**config.mk**
```make
export PLATFORM = sky130hd
export DESIGN_NAME = config_option_watchdog_regs
export DESIGN_NICKNAME = d
export VERILOG_FILES = /design/src/common/cfg_regs_pkg.sv /design/src/logic/config_option_watchdog_regs.sv /design/src/logic/watchdog_counter.sv
export SDC_FILE = /design/constraint.sdc
export NUM_CORES = 1
export LEC_CHECK = 0
export BUFFER_PORTS_ARGS = -buffer_cell sky130_fd_sc_hd__buf_2
export CORE_MARGIN = 2
export CORE_UTILIZATION = 35
export CTS_BUF_LIST = sky130_fd_sc_hd__clkbuf_2 sky130_fd_sc_hd__clkbuf_4 sky130_fd_sc_hd__clkbuf_8
export CTS_CLUSTER_DIAMETER = 150
export CTS_CLUSTER_SIZE = 10
export DETAILED_ROUTE_END_ITERATION = 7
export MAX_ROUTING_LAYER = met4
export SLEW_MARGIN = 20
export SYNTH_ARGS = -nofsm -noshare
export SYNTH_HDL_FRONTEND = slang
export SYNTH_SLANG_ARGS = --single-unit
```
**constraint.sdc**
```tcl
create_clock -name clk -period 5.2 [get_ports clk]
set_input_delay 1.04 -clock clk [delete_from_list [all_inputs] [get_ports clk]]
set_output_delay 1.04 -clock clk [all_outputs]
set_load 0.01 [all_outputs]
```
**src/common/cfg_regs_pkg.sv**
```systemverilog
// Constants, field positions and carrier types for the configuration option and watchdog registers
package cfg_regs_pkg;

   // ==========================================================
   // Register addresses on the configuration port
   localparam logic [4:0] ADDR_CIPHER_IV  = 5'h0b;   // Cipher chain vector, write only
   localparam logic [4:0] ADDR_IDENTITY   = 5'h0c;   // Identity check gate
   localparam logic [4:0] ADDR_USER_WORD  = 5'h0d;   // User access word
   localparam logic [4:0] ADDR_OPTIONS    = 5'h0e;   // Second options register
   localparam logic [4:0] ADDR_WARM_BOOT  = 5'h10;   // Warm boot start address
   localparam logic [4:0] ADDR_WATCHDOG   = 5'h11;   // Watchdog control

   // ==========================================================
   // Reset values
   localparam logic [31:0] OPTIONS_RESET   = 32'h0000_0000;
   localparam logic [31:0] WARM_BOOT_RESET = 32'h0000_0000;
   localparam logic [31:0] WATCHDOG_RESET  = 32'h0000_0000;
   localparam logic [31:0] WORD_ZERO       = 32'h0000_0000;

   // Own identity code; the value is arbitrary
   localparam logic [31:0] DEVICE_IDENTITY = 32'h0c5a_7e31;

   // ==========================================================
   // Options register field positions
   localparam int OPT_RETENTION_BIT = 17;
   localparam int OPT_ACTION_HI     = 16;
   localparam int OPT_ACTION_LO     = 15;
   localparam int OPT_PIN_OFF_BIT   = 9;
   localparam int OPT_CHECK_EN_BIT  = 8;
   localparam int OPT_LATENCY_HI    = 3;
   localparam int OPT_LATENCY_LO    = 2;
   localparam int OPT_PAGE_HI       = 1;
   localparam int OPT_PAGE_LO       = 0;

   // Warm boot field positions
   localparam int WB_REVSEL_HI = 31;
   localparam int WB_REVSEL_LO = 30;
   localparam int WB_DRIVE_BIT = 29;
   localparam int WB_ADDR_HI   = 28;

   // Watchdog field positions
   localparam int WD_USER_BIT  = 31;
   localparam int WD_CFG_BIT   = 30;
   localparam int WD_COUNT_HI  = 29;

   // ==========================================================
   // Readback check action codes
   typedef enum logic [1:0] {
      ACT_CONTINUE          = 2'b00,
      ACT_HALT              = 2'b01,
      ACT_CORRECT_CONTINUE  = 2'b10,
      ACT_CORRECT_HALT      = 2'b11
   } check_action_t;

   // Flash page length codes and unit counts
   localparam logic [1:0] PAGE_CODE_ONE   = 2'b00;
   localparam logic [1:0] PAGE_CODE_FOUR  = 2'b01;
   localparam logic [1:0] PAGE_CODE_EIGHT = 2'b10;
   localparam logic [3:0] PAGE_UNITS_ONE   = 4'h1;
   localparam logic [3:0] PAGE_UNITS_FOUR  = 4'h4;
   localparam logic [3:0] PAGE_UNITS_EIGHT = 4'h8;

   // ==========================================================
   // Options presented to the readback checker and flash master
   typedef struct packed {
      logic          retention_release_on_unsync; // Unsync also drops pin retention
      check_action_t readback_check_action;       // Response to a readback error
      logic          readback_error_pin_off;      // Init pin no longer reports errors
      logic          readback_check_enable;       // Continuous background checking
      logic [2:0]    flash_first_read_latency;    // Clocks, 1 to 4
      logic [3:0]    flash_page_length;           // Units, 1, 4 or 8
      logic          flash_page_reserved;         // Reserved page code written
   } options_t;

   // Warm boot request to the fallback sequencer
   typedef struct packed {
      logic        request;   // Reprogram command, registered one cycle late
      logic [28:0] address;   // Start address of the next image
   } boot_req_t;

endpackage : cfg_regs_pkg

```
**src/logic/config_option_watchdog_regs.sv**
```systemverilog
// Configuration option, identity gate, warm boot and watchdog register bank
// Function
// - Identity read returns own fixed code
// - Hold cipher vector to start decryption
// - Store user word, present to fabric
// - Options bit 17 lets unsync drop retention
// - Bits 16:15 select readback error action
// - Bit 9 set stops init pin errors
// - Bit 8 enables continuous readback checking
// - Bits 3:2 set flash first read latency
// - Bits 1:0 set flash page length
// - Reprogram fetches from warm boot address
// - Warm boot bits 31:30 give revision pins
// - Warm boot bit 29 enables revision drivers
// - Warm boot bits 28:0 hold start address
// - Fallback image keeps watchdog disabled
// - Watchdog bit 31 monitors user mode
// - Watchdog bit 30 monitors configuration
// - Watchdog bits 29:0 hold tick count
`timescale 1ns/10ps
module config_option_watchdog_regs (
   // Clock and reset
   input  wire logic                    clk,
   input  wire logic                    nrst,
   // Configuration register port
   input  wire logic                    cfg_wr,          // Write strobe
   input  wire logic                    cfg_rd,          // Read strobe
   input  wire logic [4:0]              cfg_addr,        // Register address
   input  wire logic [31:0]             cfg_wdata,       // Write data
   output logic      [31:0]             cfg_rdata,       // Read data
   output logic                         cfg_rvalid,      // Read data valid
   // Frame data gate
   input  wire logic                    frame_wr,        // Frame data input word offered
   output logic                         frame_accept,    // Word passed to the frame path
   output logic                         id_error,        // Word rejected, identity not proven
   // Cipher engine
   output logic      [31:0]             cipher_chain_vector,
   output logic                         cipher_start,    // New vector loaded
   // Fabric user word
   output logic      [31:0]             user_access_word,
   // Options consumers
   output cfg_regs_pkg::options_t       options,
   input  wire logic                    sync_release_command,
   output logic                         config_pin_retention,
   input  wire logic                    readback_error,  // From the readback checker
   output logic                         init_error_pin,  // Error shown on the init pin
   // Warm boot
   input  wire logic                    internal_reprogram_command,
   output cfg_regs_pkg::boot_req_t      boot_req,
   output logic      [1:0]              revision_select_pins_o,
   output logic      [1:0]              revision_select_pins_oe,
   // Watchdog
   input  wire logic                    fallback_active, // Fallback image loading or running
   input  wire logic                    user_mode,
   input  wire logic                    config_active,
   input  wire logic                    watchdog_tick,   // Slow watchdog clock tick
   input  wire logic                    watchdog_service,
   output logic                         watchdog_timeout
);
   import cfg_regs_pkg::*;

   // ==========================================================
   // Decode helpers

   // Address compare qualified by the write strobe
   function automatic logic wr_hit(input logic [4:0] a);
      return cfg_wr && cfg_addr == a;
   endfunction

   // First read latency in clocks from its code
   function automatic logic [2:0] latency_clocks(input logic [1:0] code);
      return {1'b0, code} + 3'h1;
   endfunction

   // Page length in units from its code; reserved code falls back to one
   function automatic logic [3:0] page_units(input logic [1:0] code);
      unique case (code)
         PAGE_CODE_ONE:   return PAGE_UNITS_ONE;
         PAGE_CODE_FOUR:  return PAGE_UNITS_FOUR;
         PAGE_CODE_EIGHT: return PAGE_UNITS_EIGHT;
         default:         return PAGE_UNITS_ONE;
      endcase
   endfunction

   // ==========================================================
   // Registers
   logic [31:0] cipher_iv_reg;        // Cipher chain vector
   logic        cipher_start_reg;     // Vector load pulse
   logic        id_ok_reg;            // Last identity write matched
   logic [31:0] user_word_reg;        // User access word
   logic [31:0] options_reg;          // Second options register
   logic [31:0] warm_boot_reg;        // Warm boot start address register
   logic [31:0] watchdog_reg;         // Watchdog control
   logic        retention_reg;        // Configuration pin retention held
   logic [1:0]  revsel_reg;           // Revision value latched at reprogram
   logic        revsel_drive_reg;     // Revision drivers on
   logic        boot_req_reg;         // Reprogram request pulse
   logic [28:0] boot_addr_reg;        // Address handed to sequencer
   logic [31:0] rdata_reg;            // Read data
   logic        rvalid_reg;           // Read data valid
   logic        watchdog_en;          // Monitoring in force
   logic        watchdog_restart;     // Counter restart

   // ==========================================================
   // Cipher chain vector, write only
   always_ff @(posedge clk or negedge nrst) begin
      if (!nrst) begin
         cipher_iv_reg    <= WORD_ZERO;
         cipher_start_reg <= 1'b0;
      end else begin
         cipher_start_reg <= wr_hit(ADDR_CIPHER_IV);
         if (wr_hit(ADDR_CIPHER_IV)) begin
            cipher_iv_reg <= cfg_wdata;
         end
      end
   end

   // ==========================================================
   // Identity gate: a matching write opens, a mismatch closes
   always_ff @(posedge clk or negedge nrst) begin
      if (!nrst) begin
         id_ok_reg <= 1'b0;
      end else if (wr_hit(ADDR_IDENTITY)) begin
         id_ok_reg <= cfg_wdata == DEVICE_IDENTITY;
      end
   end

   // Frame data passes only behind a proven identity
   assign frame_accept = frame_wr && id_ok_reg;
   assign id_error     = frame_wr && !id_ok_reg;

   // ==========================================================
   // User access word and options
   always_ff @(posedge clk or negedge nrst) begin
      if (!nrst) begin
         user_word_reg <= WORD_ZERO;
      end else if (wr_hit(ADDR_USER_WORD)) begin
         user_word_reg <= cfg_wdata;
      end
   end

   // Options register
   always_ff @(posedge clk or negedge nrst) begin
      if (!nrst) begin
         options_reg <= OPTIONS_RESET;
      end else if (wr_hit(ADDR_OPTIONS)) begin
         options_reg <= cfg_wdata;
      end
   end

   // Options fanned out to readback checker and flash master
   always_comb begin
      options.retention_release_on_unsync = options_reg[OPT_RETENTION_BIT];
      options.readback_check_action = check_action_t'(options_reg[OPT_ACTION_HI:OPT_ACTION_LO]);
      options.readback_error_pin_off = options_reg[OPT_PIN_OFF_BIT];
      options.readback_check_enable  = options_reg[OPT_CHECK_EN_BIT];
      options.flash_first_read_latency = latency_clocks(options_reg[OPT_LATENCY_HI:OPT_LATENCY_LO]);
      options.flash_page_length = page_units(options_reg[OPT_PAGE_HI:OPT_PAGE_LO]);
      options.flash_page_reserved = options_reg[OPT_PAGE_HI] && options_reg[OPT_PAGE_LO];
   end

   // Init pin reports readback errors unless switched off
   assign init_error_pin = readback_error && !options_reg[OPT_PIN_OFF_BIT];

   // ==========================================================
   // Pin retention held until an unsync with release allowed
   always_ff @(posedge clk or negedge nrst) begin
      if (!nrst) begin
         retention_reg <= 1'b1;
      end else if (sync_release_command && options_reg[OPT_RETENTION_BIT]) begin
         retention_reg <= 1'b0;
      end
   end

   // ==========================================================
   // Warm boot register
   always_ff @(posedge clk or negedge nrst) begin
      if (!nrst) begin
         warm_boot_reg <= WARM_BOOT_RESET;
      end else if (wr_hit(ADDR_WARM_BOOT)) begin
         warm_boot_reg <= cfg_wdata;
      end
   end

   // Reprogram hands address and revision pins to the sequencer
   always_ff @(posedge clk or negedge nrst) begin
      if (!nrst) begin
         boot_req_reg     <= 1'b0;
         boot_addr_reg    <= 29'h0000_0000;
         revsel_reg       <= 2'h0;
         revsel_drive_reg <= 1'b0;
      end else begin
         boot_req_reg <= internal_reprogram_command;
         if (internal_reprogram_command) begin
            boot_addr_reg    <= warm_boot_reg[WB_ADDR_HI:0];
            revsel_reg       <= warm_boot_reg[WB_REVSEL_HI:WB_REVSEL_LO];
            revsel_drive_reg <= warm_boot_reg[WB_DRIVE_BIT];
         end
      end
   end

   // ==========================================================
   // Watchdog control and counter
   always_ff @(posedge clk or negedge nrst) begin
      if (!nrst) begin
         watchdog_reg <= WATCHDOG_RESET;
      end else if (wr_hit(ADDR_WATCHDOG)) begin
         watchdog_reg <= cfg_wdata;
      end
   end

   // Monitoring per phase, never for a fallback image
   assign watchdog_en = !fallback_active &&
                        ((user_mode && watchdog_reg[WD_USER_BIT]) ||
                         (config_active && watchdog_reg[WD_CFG_BIT]));
   assign watchdog_restart = watchdog_service || wr_hit(ADDR_WATCHDOG);

   // Tick counter against the programmed limit
   watchdog_counter u_watchdog (
      .clk     (clk),
      .nrst    (nrst),
      .active  (watchdog_en),
      .restart (watchdog_restart),
      .tick    (watchdog_tick),
      .limit   (watchdog_reg[WD_COUNT_HI:0]),
      .timeout (watchdog_timeout)
   );

   // ==========================================================
   // Read port; write-only and unmapped addresses read zero
   always_ff @(posedge clk or negedge nrst) begin
      if (!nrst) begin
         rdata_reg  <= WORD_ZERO;
         rvalid_reg <= 1'b0;
      end else begin
         rvalid_reg <= cfg_rd;
         if (cfg_rd) begin
            unique case (cfg_addr)
               ADDR_IDENTITY:  rdata_reg <= DEVICE_IDENTITY;
               ADDR_USER_WORD: rdata_reg <= user_word_reg;
               ADDR_OPTIONS:   rdata_reg <= options_reg;
               ADDR_WARM_BOOT: rdata_reg <= warm_boot_reg;
               ADDR_WATCHDOG:  rdata_reg <= watchdog_reg;
               default:        rdata_reg <= WORD_ZERO;
            endcase
         end
      end
   end

   // ==========================================================
   // Outputs
   assign cfg_rdata               = rdata_reg;
   assign cfg_rvalid              = rvalid_reg;
   assign cipher_chain_vector     = cipher_iv_reg;
   assign cipher_start            = cipher_start_reg;
   assign user_access_word        = user_word_reg;
   assign config_pin_retention    = retention_reg;
   assign boot_req                = '{request: boot_req_reg, address: boot_addr_reg};
   assign revision_select_pins_o  = revsel_reg;
   assign revision_select_pins_oe = {2{revsel_drive_reg}};
endmodule // config_option_watchdog_regs

```
**src/logic/watchdog_counter.sv**
```systemverilog
// Watchdog time-out counter stepped by slow watchdog clock ticks
`timescale 1ns/10ps
module watchdog_counter (
   // Clock and reset
   input  wire logic        clk,
   input  wire logic        nrst,
   // Control
   input  wire logic        active,        // Monitoring allowed this cycle
   input  wire logic        restart,       // Service or reprogramming of the limit
   input  wire logic        tick,          // One pulse per slow watchdog clock period
   input  wire logic [29:0] limit,         // Time-out count in ticks
   // Result
   output logic             timeout        // One-cycle time-out pulse
);
   import cfg_regs_pkg::*;

   // ==========================================================
   // State
   logic [29:0] count_reg;                  // Ticks seen since last restart
   logic        fired_reg;                  // Time-out already reported

   // Count ticks while active, hold at zero otherwise
   always_ff @(posedge clk or negedge nrst) begin
      if (!nrst) begin
         count_reg <= 30'h0000_0000;
      end else if (!active || restart) begin
         count_reg <= 30'h0000_0000;
      end else if (tick && count_reg != limit) begin
         count_reg <= count_reg + 30'h0000_0001;
      end
   end

   // Report each expiry only once until restarted
   always_ff @(posedge clk or negedge nrst) begin
      if (!nrst) begin
         fired_reg <= 1'b0;
      end else if (!active || restart) begin
         fired_reg <= 1'b0;
      end else if (timeout) begin
         fired_reg <= 1'b1;
      end
   end

   // A zero limit never expires
   assign timeout = active && !restart && !fired_reg && limit != 30'h0000_0000 && count_reg == limit;

endmodule // watchdog_counter
```
==> flow_summary.yaml <==
status:
  status: "finished, final reports clean"
yosys:
  netlist_top_cells_area: "dfrtp_1 (56%), mux2_2 (19%), xnor2_1 (2.9%)"
  syn_area_um2: 11600
  synth_ff_type: "dfrtp_1"
  yosys_warnings: 0
  syn_area_per_cell_um2: 12.6
  ys_types: 62
  ys_seq_area_share_pct: 56.0
  synth_largest_area_cell: "dfrtp_1"
  synth_top_cell_area_share_pct: 55.8
  synth_edf_count: 0
  ys_seq_elements: 260
  synth_nets: 975
  async_flop_share_pct: 100
  yosysMostFrequentCell: "dfrtp_1"
  synthTopCellsByCount: "dfrtp_1 (259), mux2_2 (191), a21oi_1 (48)"
  syn_inst: 920
timing:
  worst_pin_slew_ns: 0.906
  skew_ns: 0.0297
  worst_slack_ns: 1.09
  finalHoldViolations: 0
  rsz0062_at_grt: "false"
  drv_slew: 0
  tns_ns: 0
  max_freq_ghz: 0.243
  maxSlewHeadroom_pct: 39.6
  fin_crit_sh_pct: 79.0
  fin_crit_ns: 4.11
  setup_viol: 0
setup_path:
  cp_max_fo: 13
  end_kind: "output port"
  cp_slowest_cell: "dfrtp_1"
  cp-start-kind: "flip-flop"
  cp_top_family: "simple AND/OR/NAND/NOR gates"
  worstSetupPathType: "flip-flop to output port"
  cp_slowest_stage_delay_ns: 0.46
  rrSetupSlack_ns: 2.74
  crit_required_ns: 4.16
  crit_buf_inv: 2
  crit_chain: "xnor2_1, nand4_1, nor4_2, buf_4, and2_0, o21a_1, nor3b_2, buf_2"
  cp.arrival_ns: 3.07
pwr:
  internal_power_mw: 3.36
  p_clk_share_pct: 28.2
  seq_power_share_pct: 54.2
  vdd.ir_drop.worst_uv: 229
  power.leakage_nw: 6.29
  power_frac_comb_pct: 17.6
  switching_share_pct: 29.7
  power_density_nw_per_um2: 352
  power.switching_mw: 1.42
clocking:
  cts.sinks: 260
  holdBufCountCts: 0
  cts_resized: 0
  root_buffer: "clkbuf_8"
  worstSkewPairLatency_ns: 0.61
  clk_pin_slew_ns: 0.08
  cts_tree: "done"
  clockBufferDepth: 3
  h-tree-depth: 1
  cts_setup_buffers: 0
  cts_inserted_buffers: 29
floorplanning:
  rows: 66
  die-area_um2: 34600
  floorplan.initialDensity_pct: 35.6
  die_y_um: 186
  num_io_pins: 200
  die_w_um: 186
  design.core.area_um2: 32600
route:
  ant_nets: 0
  drc: 0
  vias_per_cell: 5.27
  wl_mm: 33.8
  wl_per_cell_um: 21.7
  drt_iter0_markers: 493
  first_pass_iters: 8
  vias: 8225
grt:
  antenna_found_initial: 0
  grt_max_degree: 109
  grt_pass1_vias: 8525
  grt_use_total_pct: 20.4
  overflow: 0
  grt_pass1_wl_mm: 52.6
placement:
  port_buffers: 198
  pre_cts_slack_ns: 1.57
  dpl.hpwl_mm: 23.0
  place.gp.congestion: 0.884
  dpl.cell_count: 1516
finish:
  instances_no_fill: 1560
  n_antenna_cell: 0
  final_layout_size_suffix_gt1_share_pct: 42.8
  nets: 1160
  synthToLayoutAreaGrowth_pct: 16.9
min_path:
  hold_path_class: "input port to asynchronous set/reset pin"
job:
  maxCapViolCount: 0
==> power groups by stage <==
| stage | logic [mW] | registers, mW | clock network (mW) |
|---|---|---|---|
| after global placement | 0.833 | 2.62 | 0 |
| after floorplan | 0.427 | 2.61 | 0 |
| after detailed placement | 0.851 | 2.63 | 0 |
| after global routing | 0.920 | 2.63 | 1.48 |
| final | 0.842 | 2.59 | 1.35 |
| after CTS | 0.854 | 2.59 | 1.39 |
==> layout make-up <==
type	instances	area (um2)
Clock buffer	43	504
Clock inverter	1	11.3
Fill cell	3151	19000
Inverter	38	143
Multi-Input combinational cell	559	4700
Sequential cell	260	6510
Tap cell	442	553
Timing Repair Buffer	217	1160
==> worst paths after layout <==
| path | endpoint | cells after the start | startpoint |
|---|---|---|---|
| setup / recovery | watchdog_timeout | 8 | u_watchdog.count_reg[5] |
| hold / removal | cfg_rdata[0] | 1 | nrst |
| setup reg to reg | u_watchdog.count_reg[11] | 7 | watchdog_reg[21] |
| hold reg to reg | config_pin_retention | 1 | config_pin_retention |
| max in group asynchronous | cipher_chain_vector[7] | 2 | nrst |
| min in group clk | config_pin_retention | 1 | config_pin_retention |
==> cells by family (layout without fill, tap and decap cells) <==
kind of cell	count (synthesis)	in the layout	synth area share, %
flops	260	260	56.0
fa+ha+maj	5	5	0.539
buf+inv	101	299	3.87
simple gates	159	159	8.13
other cells	1	1	0.0323
compound gates	161	161	9.66
mux	194	194	18.8
xor+xnor	39	39	2.94
==> routing by layer <==
metal,share of wire (%),wire length [um],GRT usage (%)
met1,46,15600,28.7
met2,46,15700,31.2
met3,6.1,2050,3.66
met4,1.5,524,4.00
met5,0,0,-
==> through the flow <==
| step | hold slack, ns | instance area [um2] | utilization [%] | power (mW) |
|---|---|---|---|---|
| 2_1_floorplan | 0.437 | 11600 | - | 3.03 |
| 3_3_place_gp | 0.478 | 13100 | 40.0 | 3.45 |
| 3_5_place_dp | 0.473 | 13100 | 40.0 | 3.48 |
| 4_1_cts | 0.486 | 13600 | 41.6 | 4.83 |
| 5_1_grt | 0.509 | 13600 | 41.6 | 5.03 |
| 6_report | 0.472 | 13600 | 41.6 | 4.78 |
==> cell usage in the layout (no fill, tap or decap), drive strengths merged, types with 19 or more instances in the layout <==
cell | Yosys | layout
buf | 35 | 217
a21boi | 19 | 19
xnor2 | 38 | 38
o22ai | 32 | 32
dfrtp | 259 | 259
nand2 | 45 | 45
clkbuf | 28 | 43
nand4 | 19 | 19
a21oi | 48 | 48
inv | 38 | 39
mux2 | 192 | 192
Note: power is estimated with default switching activity, not from simulation.
